`src/rtl/cch_pkg.sv`:
```
// Constants, carriers and states of the chain command handler.
package cch_pkg;

  // Command and response codes.
  localparam logic [7:0] CMD_ROLL  = 8'hD0;
  localparam logic [7:0] CMD_NAK   = 8'hD1;
  localparam logic [7:0] CMD_ACK   = 8'hD2;
  localparam logic [7:0] CMD_FAIL  = 8'hD3;
  localparam logic [7:0] CMD_WAKE  = 8'hD5;
  localparam logic [7:0] CMD_SOFT  = 8'hD6;
  localparam logic [7:0] CMD_CKSET = 8'hD7;
  localparam logic [7:0] CMD_CKCMP = 8'hD8;
  localparam logic [7:0] CMD_OVR   = 8'hDA;
  localparam logic [7:0] CMD_PRE   = 8'hDE;
  localparam logic [7:0] CMD_HARD  = 8'hDF;

  // Chain addresses.
  localparam logic [5:0] ADDR_ALL    = 6'h00;
  localparam logic [5:0] ADDR_MASTER = 6'h01;

  // Timing.
  localparam int CLK_HZ      = 100_000_000;
  localparam int CLK_NS      = 10;
  localparam int WAKE_HZ     = 4_000;
  localparam int HRST_HZ     = 32_000;
  localparam int HRST_HALF   = CLK_HZ / (2 * HRST_HZ);
  localparam int ACK_NS      = 1_000;
  localparam int ACK_GAP     = ACK_NS / CLK_NS;
  localparam int ACK_CLKS    = 8;
  localparam int COMMS_US    = 1_000;
  localparam int PKT_US      = 1_000;
  localparam int TONE_CYCLES = 16;

  // Fault bits that an override write may clear but never set.
  localparam int FB_OV  = 0;
  localparam int FB_UV  = 1;
  localparam int FB_OT  = 2;
  localparam int FB_OW  = 3;
  localparam int FB_PAR = 4;
  localparam int FB_BUF = 5;
  localparam logic [15:0] FW_LOCK = 16'((1 << FB_OV) | (1 << FB_UV) |
    (1 << FB_OT) | (1 << FB_OW) | (1 << FB_PAR) | (1 << FB_BUF));

  // Decoded command and outgoing answer.
  typedef struct packed {
    logic [7:0] code;
    logic [5:0] addr;
    logic [3:0] frame;
    logic       crc_ok;
    logic       rd;
    logic       wr;
    logic       bad_reg;
  } cch_cmd_s;

  typedef struct packed {
    logic [7:0] code;
    logic [5:0] addr;
    logic [3:0] frame;
  } cch_resp_s;

  typedef enum logic [1:0] {
    ST_IDLE = 2'b00,
    ST_WAIT = 2'b01,
    ST_TONE = 2'b10,
    ST_SRST = 2'b11
  } cch_state_e;

endpackage

```
`src/rtl/cch_chain_command_handler.sv`:
```
// Chain command handler: enumeration, answers, tones, resets, checksums.
`timescale 1ns/10ps
`default_nettype none

// Operation
// - Enumeration may come any time; host sends it after power-up and resets.
// - Top device answers enumeration with its address and frame count plus one.
// - Any command from below but a good enumeration ends enumeration mode at once.
// - Enumeration accepted at any address; bad CRC means no action.
// - Device is top when its address equals the stack size field.
// - Bad CRC enumeration is ignored; no valid reply above makes us top.
// - Master answers a bad-CRC enumeration with a negative acknowledge.
// - Non-master sends eight clocks down; fewer received means act as top.
// - Top's enumeration reply is relayed down unchanged, errors or not.
// - Acknowledge to an unheld address is answered by the top device.
// - Commands that cannot execute get a negative acknowledge.
// - Acknowledge and writes get acknowledge; chain failure gives failing position.
// - No reply from above within timeout sends communications failure down.
// - Wakeup after prefix makes master drive a 4kHz tone onto the chain.
// - Soft restart restores defaults, stops scans, waits packet timeout, resets.
// - D7H stores a register checksum; D8H recomputes and compares it.
// - All ones clears faults; after override the next write replaces data.
// - Prefix to master arms trap; other addresses or trapped commands refused.
// - Prefix refused while addresses unassigned; no answer while asleep.
// - Broadcast hard restart after prefix drives 32kHz tone; others refused.
// - Broadcast wakeup answered by master only; targeted wakeup refused; non-masters here answer it with a negative acknowledge.
module cch_chain_command_handler #(
  parameter int COMMS_CYC = cch_pkg::COMMS_US * (cch_pkg::CLK_HZ / 1_000_000),
  parameter int PKT_CYC   = cch_pkg::PKT_US * (cch_pkg::CLK_HZ / 1_000_000),
  parameter int WAKE_HALF = cch_pkg::CLK_HZ / (2 * cch_pkg::WAKE_HZ)
) (
  // Clock and reset.
  input  wire logic              ref_clk,
  input  wire logic              rst,
  // Command from the lower port or SPI.
  input  wire logic              cmd_valid,
  input  wire cch_pkg::cch_cmd_s cmd,
  // Traffic from the device above.
  input  wire logic              reply_valid,
  input  wire cch_pkg::cch_resp_s reply,
  input  wire logic              ack_clk_in,
  // Device status.
  input  wire logic              is_master,
  input  wire logic              asleep,
  input  wire logic              addr_assigned,
  input  wire logic [5:0]        my_addr,
  input  wire logic [5:0]        stack_size,
  // Fault register write merge.
  input  wire logic              fw_commit,
  input  wire logic [15:0]       fw_old,
  input  wire logic [15:0]       fw_data,
  output logic [15:0]            fw_new,
  output logic                   ovr_armed,
  // Answers and relays.
  output logic                   resp_valid,
  output cch_pkg::cch_resp_s     resp,
  output logic                   relay_up,
  output logic                   relay_down,
  output logic                   ack_clk_out,
  // Chain signalling and device actions.
  output logic                   chain_tone,
  output logic                   hard_reset,
  output logic                   regs_default,
  output logic                   scan_stop,
  output logic                   self_reset,
  output logic                   cksum_calc,
  output logic                   cksum_check,
  output logic                   rc_mode,
  output logic                   top_dev,
  output logic                   trap
);
  import cch_pkg::*;

  // ---------------------------------------------------------------
  // State
  // ---------------------------------------------------------------
  cch_state_e  st;
  logic [23:0] tmr;
  logic [5:0]  tone_n;
  logic        tone_hard;
  logic        wait_rc;
  logic        rc_top;
  logic [3:0]  rc_frame;
  logic [3:0]  ack_cnt;
  logic [3:0]  ack_left;
  logic [7:0]  gap;
  logic        ack_go;

  // Builds an answer frame.
  function automatic cch_resp_s mk(logic [7:0] c, logic [5:0] a,
                                   logic [3:0] f);
    cch_resp_s r;
    r.code  = c;
    r.addr  = a;
    r.frame = f;
    return r;
  endfunction

  // ---------------------------------------------------------------
  // Command decode
  // ---------------------------------------------------------------
  // Read and write frames carry no command code of their own.
  wire logic rw       = cmd.rd || cmd.wr;
  wire logic c_roll   = !rw && (cmd.code == CMD_ROLL);
  wire logic c_ack    = !rw && (cmd.code == CMD_ACK);
  wire logic c_wake   = !rw && (cmd.code == CMD_WAKE);
  wire logic c_soft   = !rw && (cmd.code == CMD_SOFT);
  wire logic c_ckset  = !rw && (cmd.code == CMD_CKSET);
  wire logic c_ckcmp  = !rw && (cmd.code == CMD_CKCMP);
  wire logic c_ovr    = !rw && (cmd.code == CMD_OVR);
  wire logic c_pre    = !rw && (cmd.code == CMD_PRE);
  wire logic c_hard   = !rw && (cmd.code == CMD_HARD);
  wire logic for_me   = (cmd.addr == my_addr);
  wire logic bcast    = (cmd.addr == ADDR_ALL);
  wire logic idle_cmd = cmd_valid && (st == ST_IDLE);
  wire logic good     = idle_cmd && !trap && cmd.crc_ok;
  wire logic c_bc_ok  = c_ckset || c_ckcmp || c_ovr;
  wire logic c_resp   = rw || c_ack || c_bc_ok;
  wire logic acting   = for_me || (bcast && c_bc_ok);

  // Timer end points.
  wire logic to_over   = (tmr == 24'(COMMS_CYC - 1));
  wire logic pkt_over  = (tmr == 24'(PKT_CYC - 1));
  wire logic half_over = tone_hard ? (tmr == 24'(HRST_HALF - 1))
                                   : (tmr == 24'(WAKE_HALF - 1));
  wire logic ack_ok    = (ack_cnt >= 4'(ACK_CLKS));
  wire logic tone_end  = (tone_n == 6'(2 * TONE_CYCLES - 1));

  // ---------------------------------------------------------------
  // Main sequencer
  // ---------------------------------------------------------------
  // Handles each command in idle, waits for the chain, drives tones.
  always_ff @(posedge ref_clk) begin
    resp_valid   <= 1'b0;
    relay_up     <= 1'b0;
    relay_down   <= 1'b0;
    hard_reset   <= 1'b0;
    regs_default <= 1'b0;
    scan_stop    <= 1'b0;
    self_reset   <= 1'b0;
    cksum_calc   <= 1'b0;
    cksum_check  <= 1'b0;
    ack_go       <= 1'b0;
    if (rst) begin
      st         <= ST_IDLE;
      tmr        <= 24'h000000;
      tone_n     <= 6'h00;
      tone_hard  <= 1'b0;
      wait_rc    <= 1'b0;
      rc_top     <= 1'b0;
      rc_frame   <= 4'h0;
      ack_cnt    <= 4'h0;
      trap       <= 1'b0;
      chain_tone <= 1'b0;
      resp       <= '0;
    end else begin
      case (st)
        ST_IDLE: begin
          tmr <= 24'h000000;
          if (cmd_valid && trap) begin
            trap <= 1'b0;
            if (cmd.crc_ok && bcast && (c_wake || c_hard)) begin
              st        <= ST_TONE;
              tone_hard <= c_hard;
              tone_n    <= 6'h00;
              resp       <= mk(CMD_ACK, my_addr, 4'h0);
              resp_valid <= c_wake;
            end else begin
              resp       <= mk(CMD_NAK, my_addr, 4'h0);
              resp_valid <= 1'b1;
            end
          end else if (cmd_valid && !cmd.crc_ok) begin
            // A silent refusal leaves the held answer untouched as well.
            if (!c_roll || is_master) begin
              resp       <= mk(CMD_NAK, my_addr, 4'h0);
              resp_valid <= 1'b1;
            end
          end else if (cmd_valid && c_roll) begin
            relay_up <= 1'b1;
            st       <= ST_WAIT;
            wait_rc  <= 1'b1;
            ack_cnt  <= 4'h0;
            rc_top   <= 1'b0;
            rc_frame <= cmd.frame;
            ack_go   <= !is_master;
          end else if (cmd_valid && c_pre) begin
            if (is_master && !asleep) begin
              trap <= (cmd.addr == ADDR_MASTER) && addr_assigned;
              resp <= ((cmd.addr == ADDR_MASTER) && addr_assigned)
                      ? mk(CMD_ACK, my_addr, 4'h0)
                      : mk(CMD_NAK, my_addr, 4'h0);
              resp_valid <= 1'b1;
            end
          end else if (cmd_valid && (c_wake || c_hard)) begin
            resp       <= mk(CMD_NAK, my_addr, 4'h0);
            resp_valid <= 1'b1;
          end else if (cmd_valid && c_soft) begin
            if (for_me || bcast) begin
              regs_default <= 1'b1;
              scan_stop    <= 1'b1;
              st           <= ST_SRST;
            end
          end else if (cmd_valid && c_resp) begin
            cksum_calc  <= acting && c_ckset;
            cksum_check <= acting && c_ckcmp;
            if (bcast && !c_bc_ok) begin
              resp       <= mk(CMD_NAK, my_addr, 4'h0);
              resp_valid <= 1'b1;
            end else if (for_me || top_dev) begin
              resp       <= mk(cmd.bad_reg ? CMD_NAK : CMD_ACK,
                               my_addr, 4'h0);
              resp_valid <= 1'b1;
            end else begin
              relay_up <= 1'b1;
              st       <= ST_WAIT;
              wait_rc  <= 1'b0;
            end
          end else if (cmd_valid) begin
            relay_up <= !top_dev;
          end
        end
        ST_WAIT: begin
          tmr <= tmr + 24'h000001;
          if (ack_clk_in && !ack_ok) begin
            ack_cnt <= ack_cnt + 4'h1;
          end
          if (reply_valid && (!wait_rc || ack_ok)) begin
            st <= ST_IDLE;
            if (is_master && !wait_rc && reply.code == CMD_FAIL) begin
              resp       <= mk(CMD_NAK, reply.addr, 4'h0);
              resp_valid <= 1'b1;
            end else begin
              relay_down <= 1'b1;
            end
          end else if (to_over) begin
            st         <= ST_IDLE;
            resp_valid <= 1'b1;
            rc_top     <= wait_rc;
            resp       <= wait_rc
                          ? mk(CMD_ROLL, my_addr, rc_frame + 4'h1)
                          : mk(CMD_FAIL, my_addr, 4'h0);
          end
        end
        ST_TONE: begin
          tmr <= tmr + 24'h000001;
          if (half_over) begin
            tmr        <= 24'h000000;
            chain_tone <= !chain_tone;
            tone_n     <= tone_n + 6'h01;
            if (tone_end) begin
              st         <= ST_IDLE;
              hard_reset <= tone_hard;
            end
          end
        end
        ST_SRST: begin
          tmr <= tmr + 24'h000001;
          if (pkt_over) begin
            st         <= ST_IDLE;
            self_reset <= 1'b1;
          end
        end
        default: st <= ST_IDLE;
      endcase
    end
  end

  // ---------------------------------------------------------------
  // Side state
  // ---------------------------------------------------------------
  // Emits the burst of acknowledge clocks toward the device below.
  always_ff @(posedge ref_clk) begin
    if (rst) begin
      ack_left    <= 4'h0;
      gap         <= 8'h00;
      ack_clk_out <= 1'b0;
    end else begin
      ack_clk_out <= (ack_left != 4'h0) && (gap == 8'(ACK_GAP - 1));
      if (ack_go) begin
        ack_left <= 4'(ACK_CLKS);
        gap      <= 8'h00;
      end else if (ack_left != 4'h0) begin
        gap <= (gap == 8'(ACK_GAP - 1)) ? 8'h00 : gap + 8'h01;
        if (gap == 8'(ACK_GAP - 1)) begin
          ack_left <= ack_left - 4'h1;
        end
      end
    end
  end

  // Enumeration mode, top flag and the override arm; set wins over clear.
  always_ff @(posedge ref_clk) begin
    if (rst) begin
      rc_mode   <= 1'b0;
      top_dev   <= 1'b0;
      ovr_armed <= 1'b0;
      fw_new    <= 16'h0000;
    end else begin
      if (good && c_roll) begin
        rc_mode <= 1'b1;
      end else if (cmd_valid) begin
        rc_mode <= 1'b0;
      end
      top_dev <= addr_assigned ? (my_addr == stack_size) : rc_top;
      if (fw_commit) begin
        ovr_armed <= 1'b0;
        fw_new    <= ovr_armed ? (fw_data & (~FW_LOCK | fw_old))
                   : (&fw_data ? 16'h0000 : fw_old);
      end
      if (good && c_ovr && (for_me || bcast)) begin
        ovr_armed <= 1'b1;
      end
    end
  end
endmodule

`default_nettype wire

```
`config.mk`:
```
export PLATFORM = sky130hd
export DESIGN_NAME = cch_chain_command_handler
export DESIGN_NICKNAME = d
export VERILOG_FILES = /design/src/rtl/cch_pkg.sv /design/src/rtl/cch_chain_command_handler.sv
export SDC_FILE = /design/constraint.sdc
export NUM_CORES = 1
export LEC_CHECK = 0
export ABC_AREA = 1
export BUFFER_PORTS_ARGS = -buffer_cell sky130_fd_sc_hd__buf_2
export CORE_ASPECT_RATIO = 0.8
export CORE_MARGIN = 1
export CORE_UTILIZATION = 40
export DETAILED_ROUTE_END_ITERATION = 8
export MAX_ROUTING_LAYER = met4
export PLACE_DENSITY_LB_ADDON = 0.15
export SLEW_MARGIN = 20
export SYNTH_ARGS = -nofsm -noshare
export SYNTH_HDL_FRONTEND = slang
export SYNTH_SLANG_ARGS = --single-unit
```
`constraint.sdc`:
```
create_clock -name ref_clk -period 2.1 [get_ports ref_clk]
set_input_delay 0 -clock ref_clk [delete_from_list [all_inputs] [get_ports ref_clk]]
set_output_delay 0 -clock ref_clk [all_outputs]
set_load 0.01 [all_outputs]
```
; ---- Yosys cells after proc, flatten, opt, wreduce, memory -nomap -nowiden
; Cells that the tools add are included.
[totals]
reg_bits = 104
wordCells = 297
[op_classes]
n_addsub = 6
n_lt_le_gt_ge = 1
n_eq_ne = 54
muxes = 102
bitwise = 13
n_reduce_logical = 91
[ops]
columns = cell, count
row1 = 2-to-1 mux 18 bit, 14
row2 = "equality test 8 bit, second input constant", 10
row3 = one-hot mux 24 bit (3 select lines), 1
row4 = 2-to-1 mux 1 bit, 48
row5 = 2-to-1 mux 12 bit, 3
row6 = one-hot mux 18 bit (2 select lines), 1
row7 = logical AND 1 bit, 35
row8 = 2-to-1 mux 16 bit, 2
row9 = 2-to-1 mux 2 bit, 16
row10 = 2-to-1 mux 4 bit, 7
row11 = "!= test 2 bit, second input constant", 14
row12 = "adder 24 x 1 -> 24 bit, second input constant", 1
row13 = "equality test 24 x 11 -> 1 bit, second input constant", 1
row14 = "equality test 24 x 14 -> 1 bit, second input constant", 1
row15 = "equality test 24 x 17 -> 1 bit, second input constant", 1
row16 = 2-to-1 mux 24 bit, 1
row17 = 2-to-1 mux 6 bit, 3
row18 = AND reduction 9 bit, 2
row19 = nonzero test 2 bit, 9
row20 = AND 16 bit, 1
row21 = AND reduction 16 bit, 1
row22 = equality test 6 bit, 2
row23 = "!= test 4 bit, second input constant", 3
row24 = inverter 1 bit, 12
row25 = other kinds (42), 78

; ---- Logic depth before layout (Yosys ltp)
; Gate-level depths: netlist (run 1).
[depth]
word_depth = 16
depth_mapped = 18
ltp_nobuf = 17

; ---- Worst setup path after synthesis (run 1)
; OpenSTA, ideal clock, no wires.
[synth_timing]
path_kind = reg2reg
from = register tmr[0]
to = register resp[5] in the netlist's numbering
arrival_ns = 1.622
required_time_ns = 1.987
path_slack_ns = 0.366
path_stages_with_launch = 14
path_buffers = 1
synth_period_minus_slack_ns = 1.734
path_cell_list = dfxtp_1 > ha_1 > nand2_1 > nor2_2 > inv_2 > nor2_1 > nand3_1 > nand2_1 > nor2_1 > nor2_2 > nand2_4 > buf_4 > nor2_1 > nor2_1
[synth_between]
elab_chain_len = 3
[synth_lines]
columns = item, line_no
row1 = start: declaration, cch_chain_command_handler.sv:78  ; logic [23:0] tmr;
row2 = start signal: assignment, cch_chain_command_handler.sv:223  ; tmr <= tmr + 24'h000001;
row3 = start signal: assignment, cch_chain_command_handler.sv:245  ; tmr <= tmr + 24'h000001;
row4 = start signal: assignment, cch_chain_command_handler.sv:257  ; tmr <= tmr + 24'h000001;
row5 = equality test 24 x 17 -> 1 bit, cch_chain_command_handler.sv:122  ; wire logic to_over = (tmr == 24'(COMMS_CYC - 1));
row6 = != test 3 bit (no source line), -
row7 = AND reduction 9 bit (no source line), -
row8 = end signal: assignment, cch_chain_command_handler.sv:166  ; resp <= mk(CMD_ACK, my_addr, 4'h0);
row9 = end signal: assignment, cch_chain_command_handler.sv:169  ; resp <= mk(CMD_NAK, my_addr, 4'h0);
row10 = end signal: assignment, cch_chain_command_handler.sv:175  ; resp <= mk(CMD_NAK, my_addr, 4'h0);
row11 = end: declaration, cch_chain_command_handler.sv:56  ; output cch_pkg::cch_resp_s resp,
; No other way between the ends.
; A chain may end at the register's enable or synchronous reset.

; ---- Worst setup path after layout (run 1)
[layout_timing]
from = register tmr[0]
to = register resp[0] in the netlist's numbering
; The elaborated chain is that of the path after synthesis.

==> results of run 1 <==
==> layout make-up <==
type | count | area (sq um) | share of cell area
flip-flops and latches | 99 | 1980 | 0.275
clock buffers | 11 | 253 | 0.0351
well taps | 180 | 225 | 0.0313
multi-input cells | 596 | 3080 | 0.427
inverters | 115 | 435 | 0.0604
repair buffers | 187 | 1180 | 0.163
diodes | 1 | 2.50 | 0.000347
clock inverters | 4 | 50.0 | 0.00695
==> worst max-delay path, cell delays in order (launching register included) <==
cell	delay [ns]
dfxtp_2	0.37
ha_1	0.17
nand2_1	0.08
nor2_2	0.13
inv_2	0.06
nor2_1	0.15
nand3_2	0.12
nand2_1	0.11
nor2_1	0.08
nor2_4	0.20
nand2_4	0.17
nor2_1	0.12
nor2_1	0.05
==> Yosys cell counts, drive strengths merged (3+ instances only) <==
library cell,count
a31oi,4
nor3b,7
o2111ai,6
clkbuf,11
nor2,139
a21oi,56
dfxtp,99
ha,8
xor2,24
nand4,34
o21ai,35
nand2,167
nor4,10
nor3,30
a211oi,5
buf,16
nand3,43
xnor2,8
clkinv,3
inv,112
==> per-layer routing <==
layer | track usage | up-vias | routed length, microns | share of wire
met4 | 0.0546 | 0 | 169 | 0.011
met5 | - | - | 0 | 0
li1 | - | 3055 | - | -
met2 | 0.332 | 229 | 6350 | 0.42
met1 | 0.292 | 2576 | 7630 | 0.50
met3 | 0.0537 | 13 | 1120 | 0.073
==> logic make-up after synthesis <==
family,count (synthesis)
AOI/OAI and AO/OA,115
xor gates and xnor gates,32
adders and majority gates,8
buffers and inverters,142
DFF,99
muxes,1
other,1
and+or+nand+nor,436
==> metrics by stage <==
stage	hold WS (ns)	total power [uW]	util	cells
global placement	0.213	2620	0.477	1138
floorplan	0.0941	2390	-	836
global route	0.00278	4560	0.530	1193
detailed placement	0.220	2620	0.477	1138
CTS	0.00149	4380	0.527	1191
finish	0.00759	4360	0.530	1193
==> registers in the layout (all words and copies together), names as in the netlist, 2 cells and up <==
| name | count |
|---|---|
| fw_new | 16 |
| st | 2 |
| ack_left | 4 |
| gap | 8 |
| tmr | 24 |
| resp | 13 |
| ack_cnt | 4 |
| tone_n | 6 |
| rc_frame | 4 |
==> path summary, 6_finish.rpt <==
path	startpoint	end	slack (ns)	cells after the start
setup / recovery	tmr[0]$_SDFF_PP0_	resp[0]$_SDFFE_PP0P_	0.17	12
hold / removal	reply[15]	relay_down$_SDFF_PP0_	0.008	5
setup reg to reg	tmr[0]$_SDFF_PP0_	resp[0]$_SDFFE_PP0P_	0.17	12
hold reg to reg	rc_top$_SDFFE_PP0P_	rc_top$_SDFFE_PP0P_	0.45	2
==> where the power goes <==
part	switching (uW)	internal [uW]	leakage, uW
registers	36.5	1940	0.000806
clock network	722	980	0.000144
logic	388	290	0.00234
total	1150	3210	0.00329
==> repair_timing <==
action / in CTS / in global routing
setup buffers: 0 / 0
endpoints found under the setup margin: 0 / 17
resized for setup: 0 / 6
hold buffers: 38 / 0
endpoints found under the hold margin: 26 / 0
==> results summary, run 1 <==
The fraction of synthesized cell area taken by the top area cell type came out at 0.354. For this run, the number of Yosys warnings is 0. The worst slew margin relative to its limit is 0.620.

The number of standard cells after synthesis came out at 834. For this design the ratio of total power to cell area is 605 mW/mm^2. The top-level I/O count came out at 142. The area of the die came out at 0.0145 sq mm. After synthesis the netlist holds a flip-flop and latch count of 99. The number of pins with negative max-slew slack in the final report came to 0. The worst setup path is launched from a flop. Leaving out fill and tap cells, the most frequent cell in the layout is nand2_1.

After legalization and detailed placement, the total HPWL measured 11200 microns. The CTS tree is yes. The number of synthesized flops with an enable pin is 0. The clock transition time at the flip-flop clock pins of the worst setup and hold paths is 0.07 ns.

The initial utilization of the core area, before any placement, comes to 0.412. The clock insertion delay at the later pin of the skew report is 0.35 ns. The violation count after the first detailed-route iteration is 295. The net count of the finished layout is 1109. The maximum clock frequency came out at 519 MHz. The flow ran to the end, and the final reports show no timing, DRC or antenna violations. The most common flop cell mapped by yosys is dfxtp_1. The number of violations of the max-capacitance limit came out at 0. The maximum number of pins on one net before global-route repair is 26. The aggregate global-route resource usage came out at 0.219. By area the synthesized netlist is led by dfxtp_1 (35%), nand2_1 (10%), nor2_1 (8.7%), inv_1 (7.0%), a21oi_1 (5.0%). The adder-cell area share of the yosys netlist is 0.0179. The overall overflow remaining after global route came out at 0. For this run, the detailed router's first-pass iteration total came to 4. After routing the design area is 0.00721 sq mm. The worst setup path is captured at a flop. The cell taking the most area after synthesis is dfxtp_1. The tree built by TritonCTS fans out to 99 sinks. In this run the worst path has a maximum fanout of 12. The number of nets with antenna violations after routing is 0. CTS placed an instance of clkbuf_16 at the clock tree root. The average vias per placed instance came out at 4.92. The slew at the pin closest to its max-slew limit is 0.566 ns. The routed design has 15300 microns of wire. The synthesized area per cell came out at 6.72 sq um.

Of the post-synthesis cell area, the part taken by muxes is 0.00201. Synthesis instantiated 46 different standard cells from the library. The post-synthesis async set-or-reset flop share came out at 0. The peak supply drop is 367 uV. Of the cells placed in the final design, the portion with a size suffix greater than 1 is 0.209. Setup violations remaining at the end of the flow were counted as 0.

The area of the core region came out at 0.0136 sq mm. The worst path arrival time is 2.18 ns. The number of buffers created by CTS is 9. Setup repair after global routing left no endpoint under its margin. The congestion estimate from routability-driven global placement came to 0.890.

The maximum count of clock buffers along a single path came out at 2. The worst setup slack after layout came out at 0.172 ns. In this run the core area contains 38 standard-cell rows. The minimum clock period is 1.93 ns. The count of port buffers added during placement came out at 134. Fill cells in the final layout number 1386. The worst clock skew came out at 0.00818 ns. The share of the cycle needed by the critical path after routing is 0.918. Summed over all cells, the static leakage comes to 0.00329 uW. The worst min-delay path category is primary input to flop. The area added between synthesis and finish came out at 28.5%.

The share of the synthesized area in compound gates (AO/OA/AOI/OAI) came out at 0.115. The worst setup path is of the flop to flop kind. In the layout the commonest cells are nand2_1 (153), buf_2 (134), nor2_1 (130). The via count of the first global-routing pass came out at 5180. The xor/xnor share of the synthesized area came out at 0.0500. The die extent in x came out at 134 microns.

The post-place instance area came out at 0.00648 sq mm. The number of antenna violations at the first check in global routing is 1. The sequential cell area fraction in the yosys report is 0.354.

Adding up every negative setup slack in the final design gives 0 ns. The wire length of the first global-routing pass came out at 24500 microns. The required time of the worst setup path came out at 2.35 ns.

The routed wirelength normalized by instance count came out at 12.8 microns. The number of remaining DRC errors is 0. The synthesized-area fraction occupied by and/or/nand/nor cells is 0.357. The mapped netlist covers 0.00561 sq mm. Timing analysis after detailed placement gives a worst setup slack of 0.0817 ns. CTS built an H-tree with a depth of 3. The number of vias after detailed routing is 5873. The dominant combinational cell family by area after synthesis is simple AND/OR/NAND/NOR gates. The final hold violation count is 0. The die extent in y came out at 108 microns.
(Power assumes the default switching activity.)
==> run 2: changes to the inputs <==
--- a/config.mk
+++ b/config.mk
@@ -5,7 +5,7 @@
 export SDC_FILE = /design/constraint.sdc
 export NUM_CORES = 1
 export LEC_CHECK = 0
-export ABC_AREA = 1
+export ABC_AREA = 0
 export BUFFER_PORTS_ARGS = -buffer_cell sky130_fd_sc_hd__buf_2
 export CORE_ASPECT_RATIO = 0.8
 export CORE_MARGIN = 1
==> run 2 against run 1 <==
Net effect:
- clock skew grew 0.0030 ns
- fmax shrank 6.5%
- via count shrank 14%
- combinational power shrank 14%
- core utilization grew 4.3 points
- synthesized cell count shrank 28%
- global-route usage grew 1.2 points
- total power shrank 2.8%
- non-clock buffer count grew 35
- sequential power is essentially flat
- area after synthesis shrank 9.9%
- critical path depth shrank 5
==> results summary, run 2 <==
The first detailed-routing pass ran for 5 iterations. The xor/xnor share of the synthesized area is 0.0919. The maximum count of clock buffers along a single path is 2. The longest individual stage delay on the worst path is 0.40 ns. The netlist area before placement came out at 0.00505 sq mm.

The count of port buffers added during placement came out at 134. The element type at the critical path end is a flop. The synthesized-area fraction occupied by and/or/nand/nor cells is 0.299.

The area of the core region came out at 0.0123 sq mm. The CTS tree is yes. At the pin with the least slew margin, the transition time is 0.689 ns. Of the total synthesized cell area, the portion taken by full adders, half adders and majority gates is 0.0198. The number of filler cells placed in the layout is 1097. The maximum number of pins on one net before global-route repair came out at 25.

Counting flops per register, the top entry is tmr. The area of the die is 0.0131 sq mm. In this run the power density over the cells is 604 mW/mm^2. The flow ran to the end, and the final reports show no timing, DRC or antenna violations. At the worst endpoint, the required time is 2.33 ns. The combined area of the multi-input logic cells came out at 0.00302 sq mm. The internal power is 3140 uW. The clock insertion delay at the later pin of the skew report came out at 0.35 ns. Walking the worst path, the cells encountered are nor3_2, nand3_2, nor4_4, a22oi_2, a211o_4, nor2_4, a211oi_2. The slowest stage of the critical path is the a211o_4 cell. The minimum clock period is 2.06 ns. Leaving out fill and tap cells, the most frequent cell in the layout is buf_2. The switching part of the total power is 0.260. Setup violations remaining at the end of the flow were counted as 0. For this run, the total global-route usage over all layers was measured as 0.231. The leakage power of the design came out at 0.00293 uW. On the critical path the largest part of the delay comes from simple AND/OR/NAND/NOR gates. The sequential cell area fraction in the yosys report came out at 0.393. The worst slack at placement is -0.182 ns. The share of the synthesized area in compound gates (AO/OA/AOI/OAI) came out at 0.125. In the layout the commonest cells are buf_2 (134), dfxtp_1 (95), nor2_1 (93). The final hold violation count came out at 0. In this run, synthesis produced a sequential element count of 99.

The share of cells above drive strength 1 came out at 0.304. The via count of the first global-routing pass is 4816. The number of H-tree levels came out at 3. The register with the most flip-flops in the layout has 24 of them. Together, buffers and inverters on the worst path number 0. Setup repair after global routing could not meet its margin everywhere. After synthesis, the largest family of logic cells by area is simple AND/OR/NAND/NOR gates.

The clock net in this run drives a total of 99 sinks. The number of cell rows came out at 36. The count of distinct cell types in the synthesized netlist is 66. The HPWL reported at the end of detailed placement is 10900 microns. Static timing analysis puts the maximum clock frequency at 485 MHz. The worst hold path belongs to the class primary input to flop. The most common flop cell mapped by yosys is dfxtp_1.

The reported net switching power came out at 1100 uW. The routed wirelength normalized by instance count came out at 14.8 microns. The worst slew margin relative to its limit is 0.535. 142 I/O pins were placed. The combinational cell fraction of total power came out at 0.137. The area added between synthesis and finish came out at 39.0%.

Summing all flip-flop and latch instances after layout gives 0.00199 sq mm. The part of the total power dissipated in the clock network is 0.402. Counting the buffers created by CTS gives 9. The fraction of synthesized cell area taken by the top area cell type is 0.393. The Yosys warning count came out at 0. The detail route stage leaves a number of antenna-violating nets equal to 0.

The number of antenna violations at the first check in global routing came out at 1. By startpoint and endpoint, the worst setup path is classified as flop to flop. For this run, design rule violations remaining after detail routing come to 0. Sorting the synthesized cells by area gives the leading types as dfxtp_1 (39%), nor2_1 (6.9%), xnor2_1 (5.0%), xor2_1 (4.2%), nor3_1 (3.3%). The layout net count is 906.

The violation count after the first detailed-route iteration is 437. The post-synthesis async set-or-reset flop share is 0. Hold timing on the final database bottoms out at a slack of 0.00731 ns. The largest fanout of any net on the critical path came out at 7. The routed wire length is 14500 microns.

The global placement routability congestion is 0.913. The worst path arrival time came out at 2.30 ns. On the final layout, the worst clock skew is 0.0111 ns. The initial utilization of the core area, before any placement, comes to 0.412.

Ranked by instance count, the synthesized netlist is headed by dfxtp_1 (99), nor2_1 (93), nand2_1 (38), nor3_1 (33), xnor2_1 (29). The tree is rooted in a clkbuf_16. The overall overflow remaining after global route came out at 0.

The mux share of post-synthesis cell area came out at 0.0297. The worst path meets setup with 0.0375 ns of slack. The die extent in x came out at 128 microns. In the routed layout, each cell is associated on average with a via count of 5.17. A synthesized cell averages 8.44 sq um. The tool flagged a number of max-cap violations equal to 0. The clock transition time at the flip-flop clock pins of the worst setup and hold paths came out at 0.07 ns.

The number of synthesized flops with an enable pin is 0. STA classifies the critical path startpoint as a flop. In the final layout, the registers with the most flip-flops are tmr: 24 flops, fw_new: 16 flops, resp: 13 flops. The die extent in y is 102 microns. The number of pins with negative max-slew slack in the final report came out at 0. The number of standard cells after synthesis is 598. The share of the cycle needed by the critical path after routing came out at 0.982. The sequential share of power came out at 0.461. dfxtp_1 takes more of the synthesized area than any other cell.

The number of vias after detailed routing is 5077. The most common cell in the synthesized netlist is dfxtp_1. IR analysis of the VDD net gives a maximum drop of 398 uV.

The wire length of the first global-routing pass is 23200 microns.
-- run 2: area by class of cell --
type,instances,area share
antenna,1,0.000357
clock buffer,10,0.0326
clock inverter,6,0.0102
inverter,19,0.0102
multi-input combinational,454,0.430
sequential,99,0.283
tap,171,0.0305
timing repair buffer,222,0.203
-- run 2: routing by layer --
layer  wire length (microns)  up-vias  track usage
li1                        -     2548            -
met1                    7150     2383        0.308
met2                    6510      132        0.360
met3                     716       14       0.0414
met4                     152        0       0.0670
met5                       0        -            -
-- run 2: worst register-to-register path, stage by stage (launching register included) --
cell and delay (ns):
dfxtp_1 0.33, nor3_2 0.25, nand3_2 0.14, nor4_4 0.34
a22oi_2 0.16, a211o_4 0.40, nor2_4 0.21, a211oi_2 0.11
-- run 2: path summary, 6_finish.rpt --
check                             to            startpoint  cells after the start  slack, ns
max             resp[8]$_SDFFE_PP0P_    tmr[12]$_SDFF_PP0_                      7       0.04
min          fw_new[14]$_SDFFE_PP0P_            fw_old[14]                      3      0.007
max reg2reg     resp[8]$_SDFFE_PP0P_    tmr[12]$_SDFF_PP0_                      7       0.04
min reg2reg     resp[3]$_SDFFE_PP0P_  resp[3]$_SDFFE_PP0P_                      2       0.46
-- run 2: timing repair --
item	4_1_cts	5_1_grt
pin swaps	1	21
hold endpoints to repair	21	0
buffers inserted	1	2
gates resized for setup	6	23
setup endpoints to repair	38	25
hold buffers	29	0
-- run 2: cells by family (layout without fill, tap and decap cells) --
kind of cell               count (synthesis)  in the layout
AOI/OAI and AO/OA                         90             90
xor gates and xnor gates                  53             53
adders and majority gates                  8              8
buffers and inverters                     47            257
DFF                                       99             99
muxes                                     15             15
other                                      1              4
and+or+nand+nor                          285            285
-- run 2: power by group through the flow --
| stage | Sequential (uW) | Combinational [uW] | Clock [uW] |
|---|---|---|---|
| finish | 1950 | 581 | 1700 |
| global route | 1960 | 628 | 1820 |
| CTS | 1950 | 551 | 1740 |
| detailed placement | 1990 | 503 | 0 |
| global placement | 1990 | 490 | 0 |
| floorplan | 2010 | 250 | 0 |
-- run 2: through the flow --
step | total power, uW | TNS (ns) | instance area, sq um | utilization | instances
5_1_grt | 4410 | -0.851 | 7020 | 0.573 | 982
6_report | 4240 | 0 | 7020 | 0.573 | 982
2_1_floorplan | 2260 | 0 | 5060 | - | 600
3_3_place_gp | 2480 | -1.07 | 6240 | 0.509 | 933
3_5_place_dp | 2500 | -1.57 | 6240 | 0.509 | 933
4_1_cts | 4240 | 0 | 6870 | 0.561 | 979
